===== src/shared/sct_pkg.sv =====
// timing counters and activation sequencer: shared constants and types
// assumes a 32-bit apb slave with one register per aligned word
package sct_pkg;
  // register byte addresses
  localparam logic [7:0] ADDR_GT_HIGH = 8'h00;
  localparam logic [7:0] ADDR_GT_LOW = 8'h04;
  localparam logic [7:0] ADDR_WT_B3 = 8'h08;
  localparam logic [7:0] ADDR_WT_B2 = 8'h0C;
  localparam logic [7:0] ADDR_WT_B1 = 8'h10;
  localparam logic [7:0] ADDR_WT_B0 = 8'h14;
  localparam logic [7:0] ADDR_CTRL = 8'h18;
  localparam logic [7:0] ADDR_STAT = 8'h1C;
  localparam logic [7:0] ADDR_ETU = 8'h20;
  // control field positions
  localparam int CTRL_BGT_EN = 0;
  localparam int CTRL_WT_EN = 1;
  localparam int CTRL_UART = 2;
  localparam int CTRL_WARM = 3;
  localparam int CTRL_DEACT = 4;
  // reset values, and guard counter start loads
  localparam logic [7:0] RST_GT_HIGH = 8'h00;
  localparam logic [7:0] RST_GT_LOW = 8'h0C;
  localparam logic [7:0] RST_WT_B3 = 8'h00;
  localparam logic [7:0] RST_WT_B2 = 8'h00;
  localparam logic [7:0] RST_WT_B1 = 8'h25;
  localparam logic [7:0] RST_WT_B0 = 8'h80;
  localparam logic [10:0] RST_ETU = 11'h174;
  localparam logic [8:0] GT_INIT = 9'h001;
  localparam logic [8:0] BGT_INIT = 9'h000;
  // card clock timing, in card clocks; CK_DIV in mclk cycles per half card clock
  localparam int TB_CLOCKS = 200;
  localparam int TE_CLOCKS = 401;
  localparam int ATR_MIN_CLOCKS = 400;
  localparam int ATR_MAX_CLOCKS = 40000;
  localparam int VCC_SETTLE_CLOCKS = 64;
  localparam int CK_DIV = 25;
  typedef enum logic [2:0] {
    ACT_OFF = 3'b000,
    ACT_POWER = 3'b001,
    ACT_CLOCK = 3'b010,
    ACT_ATR = 3'b011,
    ACT_RUN = 3'b100,
    ACT_WARM = 3'b101,
    ACT_DEACT = 3'b110
  } sct_act_type;
  typedef struct packed {
    logic rst_n;
    logic clk_en;
    logic vcc_en;
    logic io_rx;
  } sct_card_type;
endpackage


===== src/verilog/sct_timing.sv =====
// timing counters and power-on/off sequencer of a card interface
// assumes start-of-character strobes from the shifter, synchronous to mclk
//
// Function
// - guard counter loads one at terminal start
// - guard counts etus to value, then permits
// - guard registers read programmed value only
// - block guard cleared at card character start
// - block guard counts to shadow, then permits
// - shadow captured on enable rising edge
// - block guard delay up to 512 etus
// - 32-bit waiting counter decrements per etu
// - expiry raises event and locks interface
// - byte2 write loads counter while disabled
// - uart mode reloads counter on start bit
// - enable edges start/stop; after timeout, a rise restarts only once unlocked
// - power only with card; detection starts cold
// - cold: reset low, supply, clock, release
// - watch atr from 400 to 40000 clocks
// - warm reset holds reset low 400+ clocks
// - deactivation and overcurrent handling
// - etu generator counts card clocks, pulses
// - card removal starts deactivation
//
// Local design decisions: the APB register port and the address map.
`timescale 1ns/100ps
module sct_timing (
  input wire logic mclk, // 100 mhz clock
  input wire logic sys_rst, // synchronous reset, high
  input wire logic psel, // apb select
  input wire logic penable, // apb enable
  input wire logic pwrite, // apb direction
  input wire logic [7:0] paddr, // apb byte address
  input wire logic [31:0] pwdata, // apb write data
  output logic [31:0] prdata, // apb read data
  output logic pready, // apb ready
  output logic pslverr, // apb error
  input wire logic card_present, // card detect pin
  input wire logic overcurrent, // supply fault pin
  input wire logic io_in, // card i/o level
  input wire logic tx_start, // terminal character start
  input wire logic rx_start, // card character start
  output logic tx_permit, // terminal may transmit
  output logic wt_timeout, // waiting time expiry pulse
  output logic if_locked, // rx/tx disabled
  output logic atr_seen, // answer-to-reset in window
  output logic atr_late, // no answer by window end
  output logic card_clock, // card clock pin
  output logic card_rst_n, // card reset pin, low active
  output logic card_vcc_en, // card supply enable
  output logic io_oe // i/o driver enable, low here
);
  // ==========================================================
  // apb registers
  logic [7:0] gt_high_ff, gt_low_ff, wt_b3_ff, wt_b2_ff, wt_b1_ff, wt_b0_ff;
  logic [4:0] ctrl_ff;
  logic [10:0] etu_ff;
  logic wr_en, hit;
  logic pres_ff;
  logic [31:0] nxt_rdata;
  sct_pkg::sct_act_type act_ff;
  logic [8:0] gt_cnt_ff, bgt_cnt_ff, bgt_shadow_ff;
  logic [31:0] wt_cnt_ff;
  logic wt_run_ff, lock_ff;
  assign wr_en = psel & penable & pwrite;
  assign pready = 1'b1;
  always_comb begin
    hit = 1'b1;
    nxt_rdata = 32'h0000_0000;
    unique case (paddr)
      // guard value readback, not the live count
      sct_pkg::ADDR_GT_HIGH: nxt_rdata = {24'h00_0000, gt_high_ff};
      sct_pkg::ADDR_GT_LOW: nxt_rdata = {24'h00_0000, gt_low_ff};
      sct_pkg::ADDR_WT_B3: nxt_rdata = {24'h00_0000, wt_b3_ff};
      sct_pkg::ADDR_WT_B2: nxt_rdata = {24'h00_0000, wt_b2_ff};
      sct_pkg::ADDR_WT_B1: nxt_rdata = {24'h00_0000, wt_b1_ff};
      sct_pkg::ADDR_WT_B0: nxt_rdata = {24'h00_0000, wt_b0_ff};
      sct_pkg::ADDR_CTRL: nxt_rdata = {27'h000_0000, ctrl_ff};
      sct_pkg::ADDR_STAT: nxt_rdata = {25'h000_0000, act_ff, lock_ff,
                                       wt_run_ff, tx_permit, pres_ff};
      sct_pkg::ADDR_ETU: nxt_rdata = {21'h00_0000, etu_ff};
      default: hit = 1'b0;
    endcase
  end
  assign pslverr = psel & penable & ~hit;
  always_ff @(posedge mclk) begin
    if (sys_rst) begin
      prdata <= 32'h0000_0000;
    end else if (psel & ~penable & ~pwrite) begin
      prdata <= nxt_rdata;
    end
  end
  always_ff @(posedge mclk) begin
    if (sys_rst) begin
      gt_high_ff <= sct_pkg::RST_GT_HIGH;
      gt_low_ff <= sct_pkg::RST_GT_LOW;
      wt_b3_ff <= sct_pkg::RST_WT_B3;
      wt_b2_ff <= sct_pkg::RST_WT_B2;
      wt_b1_ff <= sct_pkg::RST_WT_B1;
      wt_b0_ff <= sct_pkg::RST_WT_B0;
      ctrl_ff <= 5'h00;
      etu_ff <= sct_pkg::RST_ETU;
    end else if (wr_en) begin
      unique case (paddr)
        sct_pkg::ADDR_GT_HIGH: gt_high_ff <= pwdata[7:0];
        sct_pkg::ADDR_GT_LOW: gt_low_ff <= pwdata[7:0];
        sct_pkg::ADDR_WT_B3: wt_b3_ff <= pwdata[7:0];
        sct_pkg::ADDR_WT_B2: wt_b2_ff <= pwdata[7:0];
        sct_pkg::ADDR_WT_B1: wt_b1_ff <= pwdata[7:0];
        sct_pkg::ADDR_WT_B0: wt_b0_ff <= pwdata[7:0];
        sct_pkg::ADDR_CTRL: ctrl_ff <= pwdata[4:0];
        sct_pkg::ADDR_ETU: etu_ff <= pwdata[10:0];
        default: ;
      endcase
    end
  end
  logic bgt_en, wt_en, uart_mode;
  logic [8:0] gt_value;
  logic [31:0] wt_value;
  assign bgt_en = ctrl_ff[sct_pkg::CTRL_BGT_EN];
  assign wt_en = ctrl_ff[sct_pkg::CTRL_WT_EN];
  assign uart_mode = ctrl_ff[sct_pkg::CTRL_UART];
  assign gt_value = {gt_high_ff[0], gt_low_ff};
  assign wt_value = {wt_b3_ff, wt_b2_ff, wt_b1_ff, wt_b0_ff};
  // ==========================================================
  // pin synchronisers and card clock
  logic [2:0] pres_sync_ff, oc_sync_ff, io_sync_ff;
  logic oc_ff, io_ff;
  always_ff @(posedge mclk) begin
    if (sys_rst) begin
      pres_sync_ff <= 3'h0;
      oc_sync_ff <= 3'h0;
      io_sync_ff <= 3'h7;
      pres_ff <= 1'b0;
      oc_ff <= 1'b0;
      io_ff <= 1'b1;
    end else begin
      pres_sync_ff <= {pres_sync_ff[1:0], card_present};
      oc_sync_ff <= {oc_sync_ff[1:0], overcurrent};
      io_sync_ff <= {io_sync_ff[1:0], io_in};
      if (pres_sync_ff[1] == pres_sync_ff[2]) pres_ff <= pres_sync_ff[2];
      if (oc_sync_ff[1] == oc_sync_ff[2]) oc_ff <= oc_sync_ff[2];
      if (io_sync_ff[1] == io_sync_ff[2]) io_ff <= io_sync_ff[2];
    end
  end
  // card clock as mclk / (2*CK_DIV); ck_tick marks each rising edge
  logic [4:0] ck_div_ff;
  logic ck_ff, ck_tick, ck_run;
  always_ff @(posedge mclk) begin
    if (sys_rst) begin
      ck_div_ff <= 5'h00;
      ck_ff <= 1'b0;
    end else if (ck_div_ff == 5'(sct_pkg::CK_DIV - 1)) begin
      ck_div_ff <= 5'h00;
      ck_ff <= ~ck_ff;
    end else begin
      ck_div_ff <= ck_div_ff + 5'h01;
    end
  end
  assign ck_tick = (ck_div_ff == 5'(sct_pkg::CK_DIV - 1)) & ~ck_ff;
  // etu: count card clocks up to programmed divisor
  logic [10:0] etu_cnt_ff;
  logic etu_tick;
  assign etu_tick = ck_tick & (etu_cnt_ff >= etu_ff - 11'h001);
  always_ff @(posedge mclk) begin
    if (sys_rst | ~ck_run) begin
      etu_cnt_ff <= 11'h000;
    end else if (etu_tick) begin
      etu_cnt_ff <= 11'h000;
    end else if (ck_tick) begin
      etu_cnt_ff <= etu_cnt_ff + 11'h001;
    end
  end
  // ==========================================================
  // guard and block guard counters
  logic gt_done, bgt_done, bgt_en_d_ff;
  assign gt_done = (gt_cnt_ff == gt_value);
  assign bgt_done = ~bgt_en | (bgt_cnt_ff == bgt_shadow_ff);
  assign tx_permit = gt_done & bgt_done & ~lock_ff;
  always_ff @(posedge mclk) begin
    if (sys_rst) begin
      gt_cnt_ff <= {sct_pkg::RST_GT_HIGH[0], sct_pkg::RST_GT_LOW};
    end else if (tx_start) begin
      gt_cnt_ff <= sct_pkg::GT_INIT;
    end else if (etu_tick & ~gt_done) begin
      gt_cnt_ff <= gt_cnt_ff + 9'h001;
    end
  end
  // shadow of 9 bits reaches 511, i.e. 512 etus with the start etu
  always_ff @(posedge mclk) begin
    if (sys_rst) begin
      bgt_en_d_ff <= 1'b0;
      bgt_shadow_ff <= 9'h000;
    end else begin
      bgt_en_d_ff <= bgt_en;
      if (bgt_en & ~bgt_en_d_ff) bgt_shadow_ff <= gt_value;
    end
  end
  always_ff @(posedge mclk) begin
    if (sys_rst) begin
      bgt_cnt_ff <= sct_pkg::BGT_INIT;
    end else if (bgt_en & rx_start) begin
      bgt_cnt_ff <= sct_pkg::BGT_INIT;
    end else if (tx_start) begin
      // terminal start re-arms to done so gt alone spaces tx chars
      bgt_cnt_ff <= bgt_shadow_ff;
    end else if (bgt_en & etu_tick & ~bgt_done) begin
      bgt_cnt_ff <= bgt_cnt_ff + 9'h001;
    end
  end
  // ==========================================================
  // waiting time counter
  logic wt_en_d_ff, wt_load, wt_rise, wt_fall;
  assign wt_rise = wt_en & ~wt_en_d_ff;
  assign wt_fall = ~wt_en & wt_en_d_ff;
  assign wt_load = (wr_en & (paddr == sct_pkg::ADDR_WT_B2) & ~wt_en);
  always_ff @(posedge mclk) begin
    if (sys_rst) begin
      wt_en_d_ff <= 1'b0;
      wt_cnt_ff <= 32'h0000_0000;
      wt_run_ff <= 1'b0;
      lock_ff <= 1'b0;
      wt_timeout <= 1'b0;
    end else begin
      wt_en_d_ff <= wt_en;
      wt_timeout <= 1'b0;
      if (wt_load) begin
        wt_cnt_ff <= {wt_b3_ff, pwdata[7:0], wt_b1_ff, wt_b0_ff};
        lock_ff <= 1'b0;
      end else if (wt_en & uart_mode & (tx_start | rx_start)) begin
        wt_cnt_ff <= wt_value;
        lock_ff <= 1'b0;
      end else if (wt_run_ff & etu_tick) begin
        if (wt_cnt_ff == 32'h0000_0001 || wt_cnt_ff == 32'h0000_0000) begin
          wt_cnt_ff <= 32'h0000_0000;
          lock_ff <= 1'b1;
          wt_timeout <= 1'b1;
        end else begin
          wt_cnt_ff <= wt_cnt_ff - 32'h0000_0001;
        end
      end
      if (wt_fall | (wt_run_ff & etu_tick & (wt_cnt_ff <= 32'h0000_0001)))
        wt_run_ff <= 1'b0;
      else if (wt_rise & ~lock_ff)
        wt_run_ff <= 1'b1;
      else if (wt_rise & wt_load)
        wt_run_ff <= 1'b1;
    end
  end
  assign if_locked = lock_ff;
  // ==========================================================
  // activation sequencer, times in card clocks
  logic [15:0] act_cnt_ff;
  logic act_cnt_clr, warm_req;
  sct_pkg::sct_act_type nxt_act;
  assign warm_req = ctrl_ff[sct_pkg::CTRL_WARM];
  always_comb begin
    nxt_act = act_ff;
    unique case (act_ff)
      sct_pkg::ACT_OFF: if (pres_ff & ~oc_ff) nxt_act = sct_pkg::ACT_POWER;
      sct_pkg::ACT_POWER:
        if (act_cnt_ff == 16'(sct_pkg::VCC_SETTLE_CLOCKS))
          nxt_act = sct_pkg::ACT_CLOCK;
      sct_pkg::ACT_CLOCK:
        if (act_cnt_ff == 16'(sct_pkg::TB_CLOCKS)) nxt_act = sct_pkg::ACT_ATR;
      sct_pkg::ACT_ATR:
        if ((~io_ff & act_cnt_ff >= 16'(sct_pkg::ATR_MIN_CLOCKS)) |
            act_cnt_ff == 16'(sct_pkg::ATR_MAX_CLOCKS))
          nxt_act = sct_pkg::ACT_RUN;
      sct_pkg::ACT_RUN: if (warm_req) nxt_act = sct_pkg::ACT_WARM;
      sct_pkg::ACT_WARM:
        if (act_cnt_ff == 16'(sct_pkg::TE_CLOCKS)) nxt_act = sct_pkg::ACT_ATR;
      sct_pkg::ACT_DEACT: if (act_cnt_ff == 16'h0003) nxt_act = sct_pkg::ACT_OFF;
      default: nxt_act = sct_pkg::ACT_DEACT;
    endcase
    if (act_ff != sct_pkg::ACT_OFF && act_ff != sct_pkg::ACT_DEACT &&
        (~pres_ff | oc_ff | ctrl_ff[sct_pkg::CTRL_DEACT]))
      nxt_act = sct_pkg::ACT_DEACT;
  end
  assign act_cnt_clr = (nxt_act != act_ff);
  always_ff @(posedge mclk) begin
    if (sys_rst) begin
      act_ff <= sct_pkg::ACT_OFF;
      act_cnt_ff <= 16'h0000;
      atr_seen <= 1'b0;
      atr_late <= 1'b0;
    end else begin
      act_ff <= nxt_act;
      if (act_cnt_clr) act_cnt_ff <= 16'h0000;
      else if (ck_tick) act_cnt_ff <= act_cnt_ff + 16'h0001;
      if (act_ff == sct_pkg::ACT_ATR && nxt_act == sct_pkg::ACT_RUN) begin
        atr_seen <= ~io_ff;
        atr_late <= io_ff;
      end else if (act_ff != sct_pkg::ACT_RUN) begin
        atr_seen <= 1'b0;
        atr_late <= 1'b0;
      end
    end
  end
  // deactivation drops reset, then clock, then supply
  sct_pkg::sct_card_type card_ff;
  always_ff @(posedge mclk) begin
    if (sys_rst) begin
      card_ff <= '{rst_n: 1'b0, clk_en: 1'b0, vcc_en: 1'b0, io_rx: 1'b1};
    end else begin
      card_ff.io_rx <= 1'b1;
      card_ff.rst_n <= (act_ff == sct_pkg::ACT_ATR) | (act_ff == sct_pkg::ACT_RUN);
      card_ff.clk_en <= (act_ff != sct_pkg::ACT_OFF) &
        (act_ff != sct_pkg::ACT_POWER) &
        ~(act_ff == sct_pkg::ACT_DEACT && act_cnt_ff >= 16'h0001);
      card_ff.vcc_en <= (act_ff != sct_pkg::ACT_OFF) &
        ~(act_ff == sct_pkg::ACT_DEACT && act_cnt_ff >= 16'h0002);
    end
  end
  assign ck_run = card_ff.clk_en;
  assign card_clock = ck_ff & card_ff.clk_en;
  assign card_rst_n = card_ff.rst_n;
  assign card_vcc_en = card_ff.vcc_en;
  assign io_oe = ~card_ff.io_rx;
  // ==========================================================
  // assertions
  property p_gt_init;
    @(posedge mclk) disable iff (sys_rst) tx_start |=> gt_cnt_ff == 9'h001;
  endproperty
  a_gt_init: assert property (p_gt_init) else $error("guard not one");
  property p_gt_hold;
    @(posedge mclk) disable iff (sys_rst)
      (gt_done & ~tx_start) |=> gt_done | $changed(gt_value);
  endproperty
  a_gt_hold: assert property (p_gt_hold) else $error("guard left done");
  property p_bgt_clr;
    @(posedge mclk) disable iff (sys_rst)
      (bgt_en & rx_start) |=> bgt_cnt_ff == 9'h000;
  endproperty
  a_bgt_clr: assert property (p_bgt_clr) else $error("bgt not cleared");
  property p_shadow;
    @(posedge mclk) disable iff (sys_rst)
      $rose(bgt_en) |=> bgt_shadow_ff == $past(gt_value);
  endproperty
  a_shadow: assert property (p_shadow) else $error("shadow missed");
  property p_wt_dec;
    @(posedge mclk) disable iff (sys_rst)
      (wt_run_ff & etu_tick & ~wt_load & ~(wt_en & uart_mode & (tx_start |
       rx_start)) & wt_cnt_ff > 32'h0000_0001) |=>
      wt_cnt_ff == $past(wt_cnt_ff) - 32'h0000_0001;
  endproperty
  a_wt_dec: assert property (p_wt_dec) else $error("wt not dec");
  property p_lock;
    @(posedge mclk) disable iff (sys_rst)
      wt_timeout |-> lock_ff & ~tx_permit;
  endproperty
  a_lock: assert property (p_lock) else $error("no lock");
  property p_wt_load;
    @(posedge mclk) disable iff (sys_rst)
      wt_load |=> wt_cnt_ff == wt_value;
  endproperty
  a_wt_load: assert property (p_wt_load) else $error("wt load");
  property p_warm;
    @(posedge mclk) disable iff (sys_rst)
      (act_ff == sct_pkg::ACT_WARM && nxt_act == sct_pkg::ACT_ATR) |->
      act_cnt_ff >= 16'h0190;
  endproperty
  a_warm: assert property (p_warm) else $error("warm short");
  property p_remove;
    @(posedge mclk) disable iff (sys_rst)
      (~pres_ff & act_ff == sct_pkg::ACT_RUN) |=> act_ff == sct_pkg::ACT_DEACT;
  endproperty
  a_remove: assert property (p_remove) else $error("no deact");
  c_timeout: cover property (@(posedge mclk) disable iff (sys_rst) wt_timeout);
  c_run: cover property (@(posedge mclk) disable iff (sys_rst)
    act_ff == sct_pkg::ACT_RUN);
  c_bgt: cover property (@(posedge mclk) disable iff (sys_rst)
    bgt_en & bgt_done & rx_start);
endmodule // sct_timing


===== config.mk =====
export PLATFORM = sky130hd
export DESIGN_NAME = sct_timing
export DESIGN_NICKNAME = d
export VERILOG_FILES = /design/src/shared/sct_pkg.sv /design/src/verilog/sct_timing.sv
export SDC_FILE = /design/constraint.sdc
export NUM_CORES = 1
export LEC_CHECK = 0
export ABC_AREA = 1
export ABC_CLOCK_PERIOD_IN_PS = 3200
export BUFFER_PORTS_ARGS = -buffer_cell sky130_fd_sc_hd__buf_2
export CORE_ASPECT_RATIO = 1.1
export CORE_MARGIN = 5
export CORE_UTILIZATION = 44
export DETAILED_ROUTE_END_ITERATION = 6
export HOLD_SLACK_MARGIN = 0.12
export PLACE_DENSITY = 0.65
export REMOVE_ABC_BUFFERS = 1
export SYNTH_ARGS = -nofsm -noshare
export SYNTH_HDL_FRONTEND = slang
export SYNTH_SLANG_ARGS = --single-unit

===== constraint.sdc =====
create_clock -name mclk -period 3.2 [get_ports mclk]
set_input_delay 0.16 -clock mclk [delete_from_list [all_inputs] [get_ports mclk]]
set_output_delay 0.16 -clock mclk [all_outputs]
set_load 0.01 [all_outputs]

==> impl_results.md, run 1 <==
* HP Class: primary input to flop
* Final Max Tran Viols at 0
* CP most frequent cell: nor2_1
* H-tree Lvls at 4
* Yosys reg bits at between 150 and 200
* Worst-margin pin slew at 0.8461 ns
* Routed Antenna Nets at 0
* Top cells by count, synth: nand2_1, nor2_1, dfxtp_1, inv_1, a21oi_1
* Buffers on Ports at 48
* Worst Setup End Kind: flop
* Post-synth EDFFs at 0
* DRT iter0 DRCs at 799
* Die width at roughly 160 um
* Largest net degree at the start of global routing at 53
* Detailed placement HPWL at around 22 mm
* Vias at between 10k and 15k
* Area of the mapped netlist at 10820 um^2
* Synth top area cells: dfxtp_1, nand2_1, nor2_1
* Average routed wire per standard cell at 15.00 um
* Post-DP Area at 11240 um^2
* Startpoint Class: flop
* CP Depth at 21
* Final Power at 0.005159 W
* Global Route Usage Sum at 20.64%
* CP arrival at 3.43 ns
* Antenna violations before repair at 0
* DRC Markers at 0
* Most frequent cell after synthesis: nand2_1
* Max incr delay on CP at between 0.3 and 0.4 ns
* Max cap viols at 0
* Reg2Reg Depth at 21
* Ys flop type: dfxtp_1
* Clk_lat worst skew at ~0.44 ns
* Leak at around 5.5 nW
* Routability cong. at 0.9404
* Design area at roughly 12000 um^2
* Final period demand of the worst path at 3.048 ns
* Tcrit/Tclk final at a little over nine tenths
* Share of cells above drive strength 1 at 12.26%
* Die H at 174.5 um
* Area of the multi-input gates at 6081 um^2
* Total congestion overflow at 0
* Outcome: completed
* RSZ-0062 raised after global routing: true
* Cells after Synth at around 1.6k
* Cell Pwr Density at 423.9 nW/um^2
* Hold Fails Final Rpt at 0
* Detailed Routing Iterations Pass 1 at 5
* Top Ports at 93
* Filler cells at 2464
* Cell taking the most area after synthesis: dfxtp_1
* WHS Path Cells at 3
* Worst-path cell chain: inv_2 > ha_4 > nand3_4 > nor3_4 > nand2_1 > nor2_2 > nand3_1 > xor2_1 > ha_1 > nand2_1 > nor2_1 > and2_1 > nand2_1 > nand4_1 > nand3_4 > buf_6 > inv_2 > nand2_4 > nor2_1 > nor2_1 > nor2_1
* Crit-path max FO at 7
* Ys async rst share at 0%
* Final net count at 1706
* FF/Latch Area at 3845 um^2
* Clock sink count at between 150 and 200
* Slew headroom at 43.38%
* Slowest CP cell: dfxtp_2
* Setup_tns at 0 ns
* Clk pin slew, worst setup/hold paths at 0.08 ns
* Sequential fraction of the synthesis area at between 30 and 40%
* Clock Path Buffers at 2
* Worst Skew at 0.01198 ns
* CTS tree: built
* Worst EP required at about 3.6 ns
* Syn. warnings at 0
* Vias/cell at 5.142
* First-pass GRT wire length at 47.61 mm
* Core ar. at around 24000 um^2
* Initial Util at 44.48%
* Vias in the first global route at 9196
* Setup-failing EPs final at 0
* Layout Utilization at 50.03%
* Drt total wl at 29.36 mm
* CTS root buffer: clkbuf_16
* Worst vdd ir at 274.5 uV
* Worst Hold Slack at 0.1441 ns
* Worst path top cell family by delay: simple AND/OR/NAND/NOR gates
* Rows at 60
* CP Class: flop to flop
* Ant diodes at 0
* Synthesized area per cell at between 6 and 7 um^2
* CTS buffer count at 17
* Die area at 27820 um^2
* Area growth syn-to-layout at 12.49%
* Post-synth cell types at 55
* Max Fclk at ~330 MHz
* Worst path bufs/invs at 3
* Synth top area share at 35.53%
[tightest hold or removal path, delay by kind of cell]
family                 cells  cell delay, ns
buffers and inverters      1            0.19
AND/OR/NAND/NOR            2            0.18
[through the flow]
| stage | instances | setup WS [ns] |
|---|---|---|
| global route | 1957 | -0.08096 |
| CTS | 1951 | 0.01373 |
| floorplan | 1527 | 0.03184 |
| global placement | 1905 | -0.06873 |
| finish | 1957 | 0.1522 |
| detailed placement | 1905 | -0.1247 |
[routing by layer]
layer | vias up | part of all wire [%] | GRT usage (%)
met2 | 275 | 47 | 33.50
met3 | 43 | 5.4 | 3.178
met5 | - | 0 | 0
met1 | 4608 | 46 | 28.33
li1 | 5136 | - | -
met4 | 0 | 2.0 | 6.328
[cell type report]
type | count | area share, %
sequential | 192 | 31.60
multi-input combinational | 1161 | 49.97
timing repair buffer | 88 | 4.904
clock inverter | 15 | 1.419
clock buffer | 17 | 3.496
tap | 310 | 3.187
inverter | 174 | 5.429
[where the power goes]
part | internal (W) | leakage (nW) | switching (W)
combinational | 0.000149 | 3.66 | 0.000370
sequential | 0.00242 | 1.55 | 0.0000384
clock | 0.00112 | 0.291 | 0.00106
[path summary, 6_finish.rpt]
path	from	to	slack, ns
hold / removal	pwdata[2]	gt_high_ff[2]	0.14
hold reg to reg	oc_sync_ff[0]	oc_sync_ff[1]	0.41
setup reg to reg	etu_ff[1]	wt_cnt_ff[28]	0.15
setup / recovery	etu_ff[1]	wt_cnt_ff[28]	0.15
[flip-flops by register name, summed over array words and instances, names as in the netlist, 9 cells and up]
name / count
prdata: 11
gt_cnt_ff: 9
wt_cnt_ff: 32
etu_cnt_ff: 11
bgt_cnt_ff: 9
bgt_shadow_ff: 9
act_cnt_ff: 16
etu_ff: 11
[repair_timing]
| item | 4_1_cts | 5_1_grt |
|---|---|---|
| setup buffers | 2 | 6 |
| hold endpoints to repair | 14 | 0 |
| gates cloned | 0 | 0 |
| setup endpoints to repair | 22 | 64 |
| gates resized for setup | 2 | 36 |
| pin swaps | 1 | 16 |
| hold buffers | 12 | 0 |
[logic make-up (layout without fill, tap and decap cells)]
logic type               count (synthesis)  after routing  synth area share, %
other                                    2             23              0.06942
XOR/XNOR                                79             79                6.396
buffers and inverters                  242            294                10.06
AND/OR/NAND/NOR                        775            775                32.32
flip-flops                             192            192                35.53
AO/OA/AOI/OAI                          262            262                13.08
adder cells (fa/ha/maj)                 22             22                2.544
[layout by cell type, fill, tap and decap left out, types with 5 or more instances in the layout]
master           n
o211ai_1        10
nand2_2          5
o21ai_0         88
dfxtp_1        191
inv_1          158
inv_2           13
nor3_1          20
nor2_2          18
nor2_1         233
nand3b_1         7
conb_1          23
nand3_1         92
o22ai_1         21
nand3_2          7
clkbuf_16       17
ha_1            21
or2_2            6
nor2_4          19
xnor2_1         28
buf_2           48
dlygate4sd3_1   12
buf_4           22
buf_6            5
xor2_1          51
o21ai_1         24
nand4_1         21
nand2_1        326
a21oi_1        105
(Power assumes the default switching activity.)
==> run 2, diff against run 1 <==
--- a/config.mk
+++ b/config.mk
@@ -8,12 +8,15 @@
 export ABC_AREA = 1
 export ABC_CLOCK_PERIOD_IN_PS = 3200
 export BUFFER_PORTS_ARGS = -buffer_cell sky130_fd_sc_hd__buf_2
+export CELL_PAD_IN_SITES_DETAIL_PLACEMENT = 0
+export CELL_PAD_IN_SITES_GLOBAL_PLACEMENT = 1
 export CORE_ASPECT_RATIO = 1.1
 export CORE_MARGIN = 5
 export CORE_UTILIZATION = 44
+export CTS_CLUSTER_DIAMETER = 200
 export DETAILED_ROUTE_END_ITERATION = 6
 export HOLD_SLACK_MARGIN = 0.12
-export PLACE_DENSITY = 0.65
+export PLACE_DENSITY = 0.84
 export REMOVE_ABC_BUFFERS = 1
 export SYNTH_ARGS = -nofsm -noshare
 export SYNTH_HDL_FRONTEND = slang
==> run 2 against run 1 <==
Effect of this change:
- routed wire length increased by 3.7%
- first-iteration DRC count increased by 4.8%
- final cell count unchanged
- core utilization about the same
- critical endpoint is now wt_cnt_ff[6]
- largest power group unchanged
==> impl_results.md, run 2 (synthesis results as in run 1) <==
* Vias/cell at between 5 and 6
* Reg2reg start: etu_ff[1]
* CP arrival at roughly 3.4 ns
* Detailed Routing Iterations Pass 1 at 6
* Slew headroom at between 40 and 50%
* CP Class: flop to flop
* CTS tree: built
* Worst Setup End Kind: flop
* Detailed placement HPWL at 22.34 mm
* Post-DP Area at 11230 um^2
* Die width at 159.5 um
* Most frequent cells in the layout: nand2_1, nor2_1, dfxtp_1, inv_1, a21oi_1
* Final Non-Filler Cells at around 2.0k
* Crit-path max FO at 8
* Clk pin slew, worst setup/hold paths at 0.08 ns
* Die area at 27820 um^2
* Average routed wire per standard cell at 15.56 um
* Switching pwr at 0.001439 W
* Biggest register: wt_cnt_ff
* Power share of the clock group at 41.6%
* Core ar. at 24320 um^2
* Endpoint, Worst Hold: wt_b2_ff[7]
* Antenna violations before repair at 0
* Top flop regs: wt_cnt_ff: 32 flops, act_cnt_ff: 16 flops
* HP Class: primary input to flop
* Design area at 12180 um^2
* Seq pwr share at roughly 48%
* Vias in the first global route at 9304
* Ant diodes at 0
* Share of cells above drive strength 1 at 12.14%
* Outcome: completed
* Combinational share of power at 10.2%
* Worst vdd ir at between 300 and 400 uV
* Max Fclk at 325.5 MHz
* Cell Pwr Density at 419.8 nW/um^2
* Clock sink count at about 190
* Total congestion overflow at 0
* Max reg flops at 32
* Final net count at 1706
* Clk_lat worst skew at 0.44 ns
* Worst-margin pin slew at 0.8497 ns
* Setup_tns at 0 ns
* Worst Hold Slack at roughly 0.14 ns
* Worst Skew at about 0.0097 ns
* Top Ports at 93
* Vias at between 9k and 10k
* Layout Utilization at between 50 and 60%
* Placed insts at 1900
* First-pass GRT wire length at 48.91 mm
* Startpoint Class: flop
* Setup-failing EPs final at 0
* Int Pwr at ~0.0037 W
* Reg2Reg Depth at 20
* Final period demand of the worst path at 3.072 ns
* Most common cell after layout, fill and taps aside: nand2_1
* CTS buffer count at 17
* Reg2reg end: wt_cnt_ff[6]
* Global Route Usage Sum at 21.38%
* Largest net degree at the start of global routing at around 70
* Tcrit/Tclk final at roughly 96%
* CTS root buffer: clkbuf_16
* Routability cong. at between 0.9 and 1
* Die H at 174.5 um
* DRC Markers at 0
* Final Max Tran Viols at 0
* DRT iter0 DRCs at 837
* Clock Path Buffers at 2
* Rows at 60
* Hold_sp: pwdata[7]
* WHS Path Cells at 3
* Sw Ratio at 28.14%
* R2R setup slack at 0.13 ns
* Drt total wl at 30.46 mm
* Routed Antenna Nets at 0
* Worst EP required at 3.53 ns
* Buffers on Ports at between 40 and 50
* Initial Util at 44.48%
* Leak at ~5.5 nW
* Max cap viols at 0
* H-tree Lvls at 4
* Hold Fails Final Rpt at 0
* Area growth syn-to-layout at 12.60%
run 2: worst max path at each step:
stage / start / endpoint / slack [ns] / cells after the start
floorplan: etu_ff[0] / gt_cnt_ff[3] / 0.03 / 21
global placement: etu_ff[1] / gt_cnt_ff[2] / 0.08 / 21
detailed placement: etu_ff[1] / gt_cnt_ff[2] / -0.01 / 21
CTS: etu_ff[1] / wt_cnt_ff[17] / 0.04 / 21
global route: etu_ff[1] / bgt_cnt_ff[8] / -0.07 / 20
finish: etu_ff[1] / wt_cnt_ff[6] / 0.13 / 20
run 2: worst max-delay path, cell delays in order (launching register included):
cell	delay, ns
dfxtp_2	0.34
inv_2	0.06
ha_4	0.14
nand3_4	0.10
nor3_4	0.21
nand2_1	0.08
nor2_2	0.14
nand3_1	0.09
xor2_1	0.15
ha_1	0.33
nand2_2	0.11
nor2_4	0.05
and2_1	0.13
nand2_1	0.05
nand4_1	0.19
nand3_4	0.16
buf_12	0.15
nand2_8	0.09
buf_4	0.19
o21ai_1	0.12
nor2_1	0.06
run 2: repair_timing:
action	in CTS	in global routing
endpoints found under the hold margin	13	0
hold buffers	11	0
endpoints found under the setup margin	6	64
setup buffers	0	11
gates resized for setup	2	30
gates cloned	0	3
pin swaps	0	9
run 2: power by group through the flow:
| stage | logic [W] | registers [W] | clock network (W) |
|---|---|---|---|
| after CTS | 0.000521 | 0.00246 | 0.00217 |
| after detailed placement | 0.000510 | 0.00252 | 0 |
| after global placement | 0.000509 | 0.00252 | 0 |
| final | 0.000522 | 0.00246 | 0.00213 |
| after floorplan | 0.000350 | 0.00251 | 0 |
| after global routing | 0.000587 | 0.00247 | 0.00227 |
run 2: layout make-up:
class	instances	area, um^2
clock buffers	17	425.4
clock inverters	15	156.4
fillers	2561	12140
inverters	174	668.1
multi-input cells	1162	6086
flip-flops and latches	192	3845
well taps	310	387.9
repair buffers	86	603.1
repair inverters	1	8.758
run 2: stage by stage:
step           power [W]  worst slack (ns)
6_report        0.005113            0.1278
5_1_grt         0.005323          -0.06950
4_1_cts         0.005158           0.03516
3_5_place_dp    0.003028          -0.01059
3_3_place_gp    0.003026           0.07528
2_1_floorplan   0.002863           0.03184
run 2: layer usage:
| metal | part of all wire [%] | global-route usage [%] | wire length, um |
|---|---|---|---|
| met3 | 4.9 | 3.106 | 1495 |
| met4 | 1.9 | 6.328 | 587 |
| met2 | 47 | 35.20 | 14250 |
| met5 | 0 | 0 | 0 |
| met1 | 46 | 29.14 | 14120 |
